### config.mk
export PLATFORM = sky130hd
export DESIGN_NAME = epi_top
export DESIGN_NICKNAME = d
export VERILOG_FILES = /design/src/hdl/epi_pkg.sv /design/src/hdl/epi_pin_detect.sv /design/src/hdl/epi_top.sv
export VERILOG_INCLUDE_DIRS = /design/src /design/src/hdl
export SDC_FILE = /design/constraint.sdc
export NUM_CORES = 1
export LEC_CHECK = 0
export BUFFER_PORTS_ARGS = -buffer_cell sky130_fd_sc_hd__buf_2
export CORE_UTILIZATION = 58
export CTS_BUF_LIST = sky130_fd_sc_hd__clkbuf_8
export CTS_CLUSTER_DIAMETER = 40
export DETAILED_ROUTE_END_ITERATION = 10
export GPL_ROUTABILITY_DRIVEN = 0
export PLACE_DENSITY = 0.88
export SYNTH_ARGS = -nofsm -noshare
export SYNTH_HDL_FRONTEND = slang
export SYNTH_HIERARCHICAL = 1
export SYNTH_SLANG_ARGS = --single-unit
### constraint.sdc
create_clock -name ref_clk -period 6 [get_ports ref_clk]
set_clock_uncertainty 0.1 [all_clocks]
set_input_delay 0.9 -clock ref_clk [delete_from_list [all_inputs] [get_ports ref_clk]]
set_output_delay 0.9 -clock ref_clk [all_outputs]
set_load 0.1 [all_outputs]
### src/hdl/epi_defines.svh
// register offsets, field positions, reset values and timing for the external pin interrupts
`ifndef EPI_DEFINES_SVH
`define EPI_DEFINES_SVH
`define EPI_OFF_SENSE_CTRL 12'h000
`define EPI_OFF_SYS_STATUS 12'h004
`define EPI_OFF_ENABLE_CTRL 12'h008
`define EPI_OFF_FLAG 12'h00C
`define EPI_OFF_WAKE_CTRL 12'h010
`define EPI_OFF_PIN_STATUS 12'h014
`define EPI_RST_BYTE 8'h00
`define EPI_BIT_SENSE_A_LO 0
`define EPI_BIT_SENSE_A_HI 1
`define EPI_BIT_SENSE_B_LO 2
`define EPI_BIT_SENSE_B_HI 3
`define EPI_BIT_POL_C 6
`define EPI_BIT_EN_C 5
`define EPI_BIT_EN_A 6
`define EPI_BIT_EN_B 7
`define EPI_BIT_FLAG_C 5
`define EPI_BIT_FLAG_A 6
`define EPI_BIT_FLAG_B 7
`define EPI_BIT_WAKE_ARM 0
`define EPI_BIT_WAKE_BUF_OFF 1
`define EPI_MIN_PULSE_NS 50
`define EPI_CLK_PERIOD_NS 5
`define EPI_MIN_PULSE_CYC ((`EPI_MIN_PULSE_NS + `EPI_CLK_PERIOD_NS - 1) / `EPI_CLK_PERIOD_NS)
`define EPI_WAKE_SAMPLES 2
`define EPI_STARTUP_CYC 64
`endif

### src/hdl/epi_pkg.sv
// types for the external pin interrupts
package epi_pkg;
  typedef enum logic [3:0] {
    EPI_SENSE_LOW = 4'h1,
    EPI_SENSE_CHANGE = 4'h2,
    EPI_SENSE_FALL = 4'h4,
    EPI_SENSE_RISE = 4'h8
  } epi_sense_t;
  typedef enum logic [2:0] {
    EPI_WK_IDLE = 3'h1,
    EPI_WK_START = 3'h2,
    EPI_WK_DONE = 3'h4
  } epi_wake_t;
endpackage

### src/hdl/epi_pin_detect.sv
// per-pin synchroniser, sense decoder and edge detector
`timescale 1ns/1ps
`include "epi_defines.svh"
module epi_pin_detect (
  input wire logic ref_clk,
  input wire logic rst,
  input wire logic pin,
  input wire logic [1:0] sense,
  output logic trig,
  output logic level_low,
  output logic pin_sync
);
  logic sync1_reg;
  logic sync2_reg;
  logic prev_reg;
  epi_pkg::epi_sense_t mode;
  always_ff @(posedge ref_clk) begin
    if (rst) begin
      sync1_reg <= 1'b1;
      sync2_reg <= 1'b1;
      prev_reg <= 1'b1;
    end else begin
      sync1_reg <= pin;
      sync2_reg <= sync1_reg;
      prev_reg <= sync2_reg;
    end
  end
  assign mode = (sense == 2'h0) ? epi_pkg::EPI_SENSE_LOW :
                (sense == 2'h1) ? epi_pkg::EPI_SENSE_CHANGE :
                (sense == 2'h2) ? epi_pkg::EPI_SENSE_FALL : epi_pkg::EPI_SENSE_RISE;
  wire rise = sync2_reg & ~prev_reg;
  wire fall = ~sync2_reg & prev_reg;
  // edge modes compare successive clocked samples only
  assign trig = (mode == epi_pkg::EPI_SENSE_CHANGE) ? (rise | fall) :
                (mode == epi_pkg::EPI_SENSE_FALL) ? fall :
                (mode == epi_pkg::EPI_SENSE_RISE) ? rise : 1'b0;
  assign level_low = (mode == epi_pkg::EPI_SENSE_LOW) & ~sync2_reg;
  assign pin_sync = sync2_reg;
endmodule

### src/hdl/epi_top.sv
// external pin interrupt controller with ahb-lite registers
// How it works
// - pin activity requests interrupts even when the pin is driven as output.
// - low-level mode on pins a and b requests while pin stays low.
// - edge sensing needs clock; level and pin c edge work as wake sources.
// - wake level is sampled twice on the wake oscillator before accepted.
// - level gone before start-up end still wakes but raises no request.
// - pin b sense bits 3:2 select low, change, falling, rising.
// - pin a sense bits 1:0 select low, change, falling, rising.
// - pins a and b are sampled before edges; long pulses always detected.
// - pin c polarity bit 6: zero falling, one rising.
// - pin c edges latched asynchronously; here two ref_clk flops sample pin c instead; pulses over 50 ns guaranteed.
// - enable bit 7 gates pin b requests together with global enable.
// - enable bit 6 gates pin a requests together with global enable.
// - enable bit 5 gates pin c requests together with global enable.
// - each source has its own vector request and acknowledge.
// - flag bit 7 sets on pin b trigger, clears on service or write one.
// - pin b flag held clear in low-level mode.
// - flag bit 6 for pin a, same clearing, held clear in level mode.
// - flag bit 5 for pin c; buffer disable in sleep may set it.
//
// The address map and the AHB-Lite register port were decided locally.
`timescale 1ns/1ps
`include "epi_defines.svh"
module epi_top #(
  parameter int STARTUP_CYC = `EPI_STARTUP_CYC,
  parameter int PULSE_CYC = `EPI_MIN_PULSE_CYC
) (
  input wire logic ref_clk,
  input wire logic rst,
  input wire logic hsel,
  input wire logic [11:0] haddr,
  input wire logic [1:0] htrans,
  input wire logic hwrite,
  input wire logic [2:0] hsize,
  input wire logic [31:0] hwdata,
  input wire logic hready,
  output logic [31:0] hrdata,
  output logic hreadyout,
  output logic hresp,
  input wire logic ext_irq_a,
  input wire logic ext_irq_b,
  input wire logic ext_irq_c,
  input wire logic global_irq_en,
  input wire logic wdt_tick,
  input wire logic [2:0] vector_ack,
  output logic [2:0] vector_req,
  output logic wake_out
);
  logic [7:0] sense_ctrl_reg;
  logic [7:0] sys_status_reg;
  logic [7:0] enable_reg;
  logic [2:0] flag_reg;
  logic [2:0] flag_next;
  logic [1:0] wake_ctrl_reg;
  logic addr_wr_reg;
  logic addr_rd_reg;
  logic [11:0] addr_reg;
  logic [31:0] rdata_reg;
  logic c_sync1_reg;
  logic c_sync2_reg;
  logic [7:0] c_wide_cnt_reg;
  logic c_pol_prev_reg;
  logic c_buf_prev_reg;
  logic [1:0] wdt_samp_reg;
  logic [15:0] start_cnt_reg;
  epi_pkg::epi_wake_t wake_state_reg;
  epi_pkg::epi_wake_t wake_state_next;
  logic wake_pend_reg;

  // ahb-lite slave: zero wait states, always okay
  wire addr_phase = hsel & hready & htrans[1];
  always_ff @(posedge ref_clk) begin
    if (rst) begin
      addr_wr_reg <= 1'b0;
      addr_rd_reg <= 1'b0;
      addr_reg <= 12'h000;
    end else begin
      addr_wr_reg <= addr_phase & hwrite;
      addr_rd_reg <= addr_phase & ~hwrite;
      addr_reg <= haddr;
    end
  end
  assign hreadyout = 1'b1;
  assign hresp = 1'b0;
  wire wr_sense = addr_wr_reg & (addr_reg == `EPI_OFF_SENSE_CTRL);
  wire wr_sys = addr_wr_reg & (addr_reg == `EPI_OFF_SYS_STATUS);
  wire wr_en = addr_wr_reg & (addr_reg == `EPI_OFF_ENABLE_CTRL);
  wire wr_flag = addr_wr_reg & (addr_reg == `EPI_OFF_FLAG);
  wire wr_wake = addr_wr_reg & (addr_reg == `EPI_OFF_WAKE_CTRL);

  // pins a and b each get their own instance of one detector module
  logic trig_a;
  logic trig_b;
  logic low_a;
  logic low_b;
  logic sync_a;
  logic sync_b;
  epi_pin_detect u_det_a (
    .ref_clk(ref_clk),
    .rst(rst),
    .pin(ext_irq_a),
    .sense(sense_ctrl_reg[`EPI_BIT_SENSE_A_HI:`EPI_BIT_SENSE_A_LO]),
    .trig(trig_a),
    .level_low(low_a),
    .pin_sync(sync_a)
  );
  epi_pin_detect u_det_b (
    .ref_clk(ref_clk),
    .rst(rst),
    .pin(ext_irq_b),
    .sense(sense_ctrl_reg[`EPI_BIT_SENSE_B_HI:`EPI_BIT_SENSE_B_LO]),
    .trig(trig_b),
    .level_low(low_b),
    .pin_sync(sync_b)
  );

  // pin c: single-clock model of the asynchronous edge latch; a level held
  // for the minimum pulse width is what is guaranteed to register
  wire pol_c = sys_status_reg[`EPI_BIT_POL_C];
  wire c_act = pol_c ? c_sync2_reg : ~c_sync2_reg;
  always_ff @(posedge ref_clk) begin
    if (rst) begin
      c_sync1_reg <= 1'b1;
      c_sync2_reg <= 1'b1;
      c_wide_cnt_reg <= 8'h00;
      c_pol_prev_reg <= 1'b0;
      c_buf_prev_reg <= 1'b0;
    end else begin
      c_sync1_reg <= ext_irq_c;
      c_sync2_reg <= c_sync1_reg;
      c_pol_prev_reg <= pol_c;
      c_buf_prev_reg <= wake_ctrl_reg[`EPI_BIT_WAKE_BUF_OFF];
      if (c_act && c_wide_cnt_reg != 8'hFF) begin
        c_wide_cnt_reg <= c_wide_cnt_reg + 8'h01;
      end else if (!c_act) begin
        c_wide_cnt_reg <= 8'h00;
      end
    end
  end
  // counting from the active edge means the request lands once the pulse
  // reaches its guaranteed width
  wire trig_c_edge = c_act & (c_wide_cnt_reg == 8'(PULSE_CYC - 1));
  // polarity change or input buffer cut can look like an edge
  wire trig_c_spur = (c_pol_prev_reg != pol_c) & c_act;
  wire trig_c_buf = wake_ctrl_reg[`EPI_BIT_WAKE_BUF_OFF] & ~c_buf_prev_reg
                    & ~enable_reg[`EPI_BIT_EN_C];
  wire trig_c = trig_c_edge | trig_c_spur | trig_c_buf;

  // flags: hardware set wins over write-one and acknowledge clears
  wire [2:0] trig_v = {trig_b, trig_a, trig_c};
  wire [2:0] lvl_mode = {sense_ctrl_reg[`EPI_BIT_SENSE_B_HI:`EPI_BIT_SENSE_B_LO] == 2'h0,
                         sense_ctrl_reg[`EPI_BIT_SENSE_A_HI:`EPI_BIT_SENSE_A_LO] == 2'h0,
                         1'b0};
  wire [2:0] wr_clr = wr_flag ? {hwdata[`EPI_BIT_FLAG_B], hwdata[`EPI_BIT_FLAG_A],
                                 hwdata[`EPI_BIT_FLAG_C]} : 3'h0;
  wire [2:0] en_v = {enable_reg[`EPI_BIT_EN_B], enable_reg[`EPI_BIT_EN_A],
                     enable_reg[`EPI_BIT_EN_C]};
  genvar gi;
  generate
    for (gi = 0; gi < 3; gi++) begin : g_flag
      assign flag_next[gi] = lvl_mode[gi] ? 1'b0 :
                             trig_v[gi] ? 1'b1 :
                             (wr_clr[gi] | vector_ack[gi]) ? 1'b0 : flag_reg[gi];
    end
  endgenerate
  always_ff @(posedge ref_clk) begin
    if (rst) begin
      flag_reg <= 3'h0;
    end else begin
      flag_reg <= flag_next;
    end
  end

  // separate vector lines; level mode requests straight from the synchronised pin
  wire [2:0] raw_req = {flag_reg[2] | low_b, flag_reg[1] | low_a, flag_reg[0]};
  assign vector_req = raw_req & en_v & {3{global_irq_en}};

  // control registers
  always_ff @(posedge ref_clk) begin
    if (rst) begin
      sense_ctrl_reg <= `EPI_RST_BYTE;
      sys_status_reg <= `EPI_RST_BYTE;
      enable_reg <= `EPI_RST_BYTE;
      wake_ctrl_reg <= 2'h0;
    end else begin
      if (wr_sense) begin
        sense_ctrl_reg <= hwdata[7:0];
      end
      if (wr_sys) begin
        sys_status_reg <= hwdata[7:0] & 8'h40;
      end
      if (wr_en) begin
        enable_reg <= hwdata[7:0] & 8'hE0;
      end
      if (wr_wake) begin
        wake_ctrl_reg <= hwdata[1:0];
      end
    end
  end

  // wake path: level on a or b, or pin c edge, while armed
  wire wake_lvl = (low_a & en_v[1]) | (low_b & en_v[2]);
  wire armed = wake_ctrl_reg[`EPI_BIT_WAKE_ARM];
  always_ff @(posedge ref_clk) begin
    if (rst) begin
      wdt_samp_reg <= 2'h0;
    end else if (!armed || !wake_lvl) begin
      wdt_samp_reg <= 2'h0;
    end else if (wdt_tick && wdt_samp_reg != 2'(`EPI_WAKE_SAMPLES)) begin
      wdt_samp_reg <= wdt_samp_reg + 2'h1;
    end
  end
  wire lvl_valid = (wdt_samp_reg == 2'(`EPI_WAKE_SAMPLES));
  wire c_wake = armed & trig_c_edge & en_v[0];
  always_comb begin
    wake_state_next = wake_state_reg;
    case (wake_state_reg)
      epi_pkg::EPI_WK_IDLE: begin
        if (lvl_valid || c_wake) begin
          wake_state_next = epi_pkg::EPI_WK_START;
        end
      end
      epi_pkg::EPI_WK_START: begin
        if (start_cnt_reg == 16'(STARTUP_CYC - 1)) begin
          wake_state_next = epi_pkg::EPI_WK_DONE;
        end
      end
      epi_pkg::EPI_WK_DONE: begin
        if (!armed) begin
          wake_state_next = epi_pkg::EPI_WK_IDLE;
        end
      end
      default: begin
        wake_state_next = epi_pkg::EPI_WK_IDLE;
      end
    endcase
  end
  always_ff @(posedge ref_clk) begin
    if (rst) begin
      wake_state_reg <= epi_pkg::EPI_WK_IDLE;
      start_cnt_reg <= 16'h0000;
      wake_pend_reg <= 1'b0;
    end else begin
      wake_state_reg <= wake_state_next;
      if (wake_state_reg == epi_pkg::EPI_WK_START) begin
        start_cnt_reg <= start_cnt_reg + 16'h0001;
      end else begin
        start_cnt_reg <= 16'h0000;
      end
      if (wake_state_reg == epi_pkg::EPI_WK_START && wake_state_next == epi_pkg::EPI_WK_DONE) begin
        // request survives only if level, pin c edge or pin c flag still there at start-up end
        wake_pend_reg <= wake_lvl | c_wake | flag_reg[0];
      end else if (wake_state_reg == epi_pkg::EPI_WK_IDLE) begin
        wake_pend_reg <= 1'b0;
      end
    end
  end
  // wake even if the level vanished; the request itself comes from vector_req
  assign wake_out = (wake_state_reg == epi_pkg::EPI_WK_DONE);

  // read mux
  wire [31:0] rd_mux =
    (addr_reg == `EPI_OFF_SENSE_CTRL) ? {24'h000000, sense_ctrl_reg} :
    (addr_reg == `EPI_OFF_SYS_STATUS) ? {24'h000000, sys_status_reg} :
    (addr_reg == `EPI_OFF_ENABLE_CTRL) ? {24'h000000, enable_reg} :
    (addr_reg == `EPI_OFF_FLAG) ? {24'h000000, flag_reg[2], flag_reg[1], flag_reg[0], 5'h00} :
    (addr_reg == `EPI_OFF_WAKE_CTRL) ? {30'h00000000, wake_ctrl_reg} :
    (addr_reg == `EPI_OFF_PIN_STATUS) ? {27'h0000000, wake_pend_reg, wake_out,
                                         c_sync2_reg, sync_b, sync_a} : 32'h00000000;
  assign hrdata = addr_rd_reg ? rd_mux : 32'h00000000;
  always_ff @(posedge ref_clk) begin
    if (rst) begin
      rdata_reg <= 32'h00000000;
    end else begin
      rdata_reg <= rd_mux;
    end
  end
endmodule

Word level (Yosys, flattened, before mapping). Index checks and enable logic that the tools add are counted.

Muxes and demuxes: 35. Reductions and logical operators: 18. Add/subtract/negate cells: 3. Equal/unequal tests: 28. Bitwise gates (word level): 46.

Operator list (count): two-way mux 8 bit (7); == test 12 x 4 -> 1 bit (second input constant) (2); == test 12 x 5 -> 1 bit (second input constant) (2); two-way mux 4 bit (6); bitwise AND 1 bit (23); adder 16 x 1 -> 16 bit (second input constant) (1); == test 16 x 6 -> 1 bit (second input constant) (1); two-way mux 1 bit (15); == test 12 x 3 -> 1 bit (second input constant) (1); zero test 12 bit (1); two-way mux 3 bit (4); bitwise OR 1 bit (12); two-way mux 5 bit (2); inverter 1 bit (9); case mux 3 bit (3 select lines) (1); adder 8 x 1 -> 8 bit (second input constant) (1); == test 4 x 1 -> 1 bit (second input constant) (2); == test 4 x 2 -> 1 bit (second input constant) (2); == test 4 x 3 -> 1 bit (second input constant) (2); == test 4 bit (second input constant) (2); == test 8 x 4 -> 1 bit (second input constant) (1); inequality test 8 bit (second input constant) (1); nonzero test 2 bit (4); OR reduction 2 bit (4); other kinds (14) (24).

Logic and storage cells: 155. Register bits after elaboration: 71. Output and inout port bits: 38.

Logic depth before layout (Yosys ltp).
Depth after elaboration: 11. Depth in mapped cells: 6.

Modules after synthesis. Netlist, hierarchy kept.

Modules (own cells, without submodules): epi_top (area an instance 3149.3 sq um, cells each 355, seq. area each 1301.2 sq um, times used 1); epi_pin_detect (area an instance 147.6 sq um, cells each 15, seq. area each 60.1 sq um, times used 2).

Least setup slack after synthesis. Ideal clock, no wire load.

Kind: register to output. From: reg wake_state_reg[2]. To: out hrdata[3]. Buffers on the path: 0. Required time: 5.000 ns. Arrival: 4.394 ns. Cell stages (with the launch flop): 4. Slack: 0.606 ns. Path through: dfxtp_1 nor3b_1 a22oi_1 nor2_1.

Word-level cells in the longest chain between the ends: 8.

RTL lines: from (decl) (line epi_top.sv:67) `epi_pkg::epi_wake_t wake_state_reg;`; from (signal assigned) (line epi_top.sv:241) `wake_state_reg <= epi_pkg::EPI_WK_IDLE;`; from (signal assigned) (line epi_top.sv:245) `wake_state_reg <= wake_state_next;`; == test 3 bit (line epi_top.sv:260) `assign wake_out = (wake_state_reg == epi_pkg::EPI_WK_DONE);`; via wake_out (line epi_top.sv:48) `output logic wake_out`; two-way mux 5 bit (line epi_top.sv:269) `` (addr_reg == `EPI_OFF_PIN_STATUS) ? {27'h0000000, wake_pend_reg, wake_out, ``; two-way mux 5 bit (line epi_top.sv:268) `` (addr_reg == `EPI_OFF_WAKE_CTRL) ? {30'h00000000, wake_ctrl_reg} : ``; two-way mux 8 bit (line epi_top.sv:267) `` (addr_reg == `EPI_OFF_FLAG) ? {24'h000000, flag_reg[2], flag_reg[1], flag_reg[0], 5'h00} : ``; two-way mux 8 bit (line epi_top.sv:266) `` (addr_reg == `EPI_OFF_ENABLE_CTRL) ? {24'h000000, enable_reg} : ``; two-way mux 8 bit (line epi_top.sv:265) `` (addr_reg == `EPI_OFF_SYS_STATUS) ? {24'h000000, sys_status_reg} : ``; two-way mux 8 bit (line epi_top.sv:264) `` (addr_reg == `EPI_OFF_SENSE_CTRL) ? {24'h000000, sense_ctrl_reg} : ``; two-way mux 8 bit (line epi_top.sv:271) `assign hrdata = addr_rd_reg ? rd_mux : 32'h00000000;`; to (decl) (line epi_top.sv:38) `output logic [31:0] hrdata,`.

The timed path passes the listed nets, and every way through them passes these cells.

Worst setup path in the final report.
From: reg addr_reg[11]. To: out hrdata[4].

Word-level cells in the longest chain between the ends: 8. Elaborated cells on any way between the ends: 13.

RTL lines: from (decl) (line epi_top.sv:58) `logic [11:0] addr_reg;`; from (signal assigned) (line epi_top.sv:81) `addr_reg <= haddr;`; == test 12 x 5 -> 1 bit (no line); two-way mux 5 bit (line epi_top.sv:269); two-way mux 5 bit (line epi_top.sv:268); two-way mux 8 bit (line epi_top.sv:267); two-way mux 8 bit (line epi_top.sv:266); two-way mux 8 bit (line epi_top.sv:265); two-way mux 8 bit * (line epi_top.sv:264); two-way mux 8 bit * (line epi_top.sv:271).

Mark *: on every way between the ends. The rest lies on a longest branch, timed or not.

==> run_results.csv <==
group,metric,value,unit
status,status,"complete, no violations",
clocking,cts_setup_buffers,0,
sta,tightest_slew,796,ps
final_layout,largest_reg_flops,16,
critical_path,path_max_fanout,6,
clocking,clkTransAtPathRegs,60,ps
sta,period_minus_slack,3650,ps
critical_path,reg2reg_slack,3710,ps
drt,dr.first_iter.drc_count,134,
worst_hold_path,hold_end,"c_sync2_reg",
critical_path,crit_family,"simple AND/OR/NAND/NOR gates",
final_layout,nNetsFinal,493,
power_and_ir_drop,pwr-share-clk,35.2,%
clocking,insertion_delay,350,ps
place,hpwl,4.75,mm
critical_path,startpoint_type,"register",
sta,setup_tns,0,ps
clocking,cts_buffers,9,
critical_path,critPathRequiredTime,5000,ps
job,maxCapViolCount,0,
critical_path,arrival,2650,ps
critical_path,r2r_start,"addr_reg[2]",
yosys,netlist_instances,385,
worst_hold_path,min-delay-start,"c_sync1_reg",
critical_path,worstPathCellList,"or4_4 -> nor4_1 -> nand2_1 -> nor2_1 -> buf_2",
floorplan,rows,27,
grt,antenna_found_initial,0,
grt,grt-ovfl-total,0,
floorplan,dieWidth,79.1,um
sta,rsz0062_at_grt,"no",
clocking,holdBufCountCts,0,
grt,grt_usage,23.0,%
final_layout,layout_commonest_cell,"dfxtp_1",
drt,routedWlPerCell,13.1,um
sta,hold_violations,0,
final_layout,final_cell_mix,"dfxtp_1 (71), nor2_1 (55), buf_2 (45), conb_1 (26), mux2i_1 (19)",
power_and_ir_drop,leakage,0.00151,uW
yosys,synth_seq_area_share,41.3,%
drt,drc,0,
drt,dr.pass1.iters,4,
sta,slew_headroom,47.0,%
place,portBuffers,45,
grt,grt_max_degree,49,
critical_path,r2r_cells,4,
clocking,clock_sinks,71,
drt,ant_nets,0,
worst_hold_path,hold_path_class,"reg2reg",
worst_hold_path,hold_depth,1,
yosys,ys_warn_count,6,
critical_path,crit_buf_inv,1,
sta,max_freq,274,MHz
clocking,cts_root_buffer,"clkbuf_8",
power_and_ir_drop,internal_power,651,uW
final_layout,antenna_cells,0,
final_layout,drive_above_1_share,16.9,%
yosys,synthDistinctLibCells,53,
yosys,synth-seq-cells,71,
yosys,syn-cell-area,3440,sq um
power_and_ir_drop,finalPower,913,uW
power_and_ir_drop,p_per_area,243,nW/um^2
yosys,avgSynthCellArea,8.95,sq um
critical_path,worstSetupStartpoint,"addr_reg[11]",
clocking,cts_max_level,3,
critical_path,end_kind,"output port",
grt,grt_pass1_wl,11.2,mm
floorplan,die_h,79.1,um
power_and_ir_drop,p_sw,262,uW
drt,vias,2746,
critical_path,max_stage_delay,580,ps
yosys,synth-edff-count,0,
drt,viasPerCell,5.50,
sta,setup_viol,0,
drt,finalWirelength,6.56,mm
power_and_ir_drop,combPwrFrac,11.8,%
power_and_ir_drop,power.share.switching,28.7,%
critical_path,slowest_stage,"or4_4",
power_and_ir_drop,seqPwrFrac,53.1,%
clocking,cts_tree,"yes",
sta,drv_slew,0,
floorplan,die_area,6250,sq um
yosys,async_reset_ff_share,0,%
critical_path,worstSetupPathType,"reg2out",
final_layout,area_delta_synth_final,8.90,%
sta,period_share,60.8,%
yosys,synth-main-ff-cell,"dfxtp_1",
power_and_ir_drop,peakVddDrop,175,uV
floorplan,core,5610,sq um
floorplan,ios,100,
grt,first_global_vias,2630,
clocking,cts_buffer_depth,2,
critical_path,rr_endpoint,"sense_ctrl_reg[7]",
clocking,cts-resized-gates,0,
floorplan,initial_utilization,61.4,%
## per-layer routing
metal  part of all wire [%]  routed length, um  GRT usage (%)  vias to the layer above
met4                    2.2                144           9.27                        0
met2                     50               3290           40.9                       89
met5                      0                  0              0                        -
li1                       -                  -              -                     1353
met1                     42               2770           25.2                     1288
met3                    5.4                351           7.24                       16
## cell families after synthesis
logic type                 after synthesis  synth area share [%]
AOI/OAI and AO/OA                       47                  9.23
xor gates and xnor gates                15                  3.81
adders and majority gates                8                  2.91
buffers and inverters                   58                  9.37
DFF                                     71                  41.3
muxes                                   20                  5.85
other                                    2                 0.218
and+or+nand+nor                        164                  27.4
## worst max path at each step
stage | depth (start not counted) | to | slack, ps
detailed placement | 5 | hrdata[6] | 2790
global route | 5 | hrdata[4] | 2180
CTS | 5 | hrdata[6] | 2410
finish | 5 | hrdata[4] | 2350
floorplan | 3 | hrdata[3] | 610
global placement | 5 | hrdata[6] | 2800
## final cells by class
type	count	area [sq um]
inverter	16	60.1
sequential	71	1420
tap	72	90.1
clock buffer	10	138
multi-input combinational	280	1790
timing repair buffer	45	225
fill	449	1860
clock inverter	5	26.3
## through the flow
stage               worst slack (ps)  cells  cell area (sq um)  hold slack (ps)  utilization [%]
global route                    2180    499               3750              328             66.9
floorplan                        606    409               3530              283                -
detailed placement              2790    484               3590              295             64.0
global placement                2800    484               3590              287             64.0
finish                          2350    499               3750              310             66.9
CTS                             2410    499               3750              314             66.9
## power by group through the flow
stage	clock, uW	combinational (uW)	sequential (uW)
2_1_floorplan	0	109	491
3_3_place_gp	0	105	495
3_5_place_dp	0	107	495
4_1_cts	330	107	484
5_1_grt	353	113	485
6_report	321	107	485
## cells in the mapped netlist (7+ instances only)
| master | n | area [sq um] |
|---|---|---|
| dfxtp_1 | 71 | 1420 |
| nor2_1 | 55 | 206 |
| buf_4 | 26 | 195 |
| mux2i_1 | 19 | 190 |
| nor2b_1 | 17 | 106 |
| inv_1 | 16 | 60.1 |
| clkbuf_1 | 15 | 56.3 |
| xor2_1 | 11 | 96.3 |
| a21oi_1 | 10 | 50.1 |
| nand2_1 | 9 | 33.8 |
| ha_1 | 8 | 100 |
| nand3_1 | 8 | 40.0 |
| nand4_1 | 8 | 50.1 |
| o21ai_0 | 8 | 40.0 |
| a211oi_1 | 7 | 52.6 |
| nand2b_1 | 7 | 43.8 |
(Power assumes the default switching activity.)
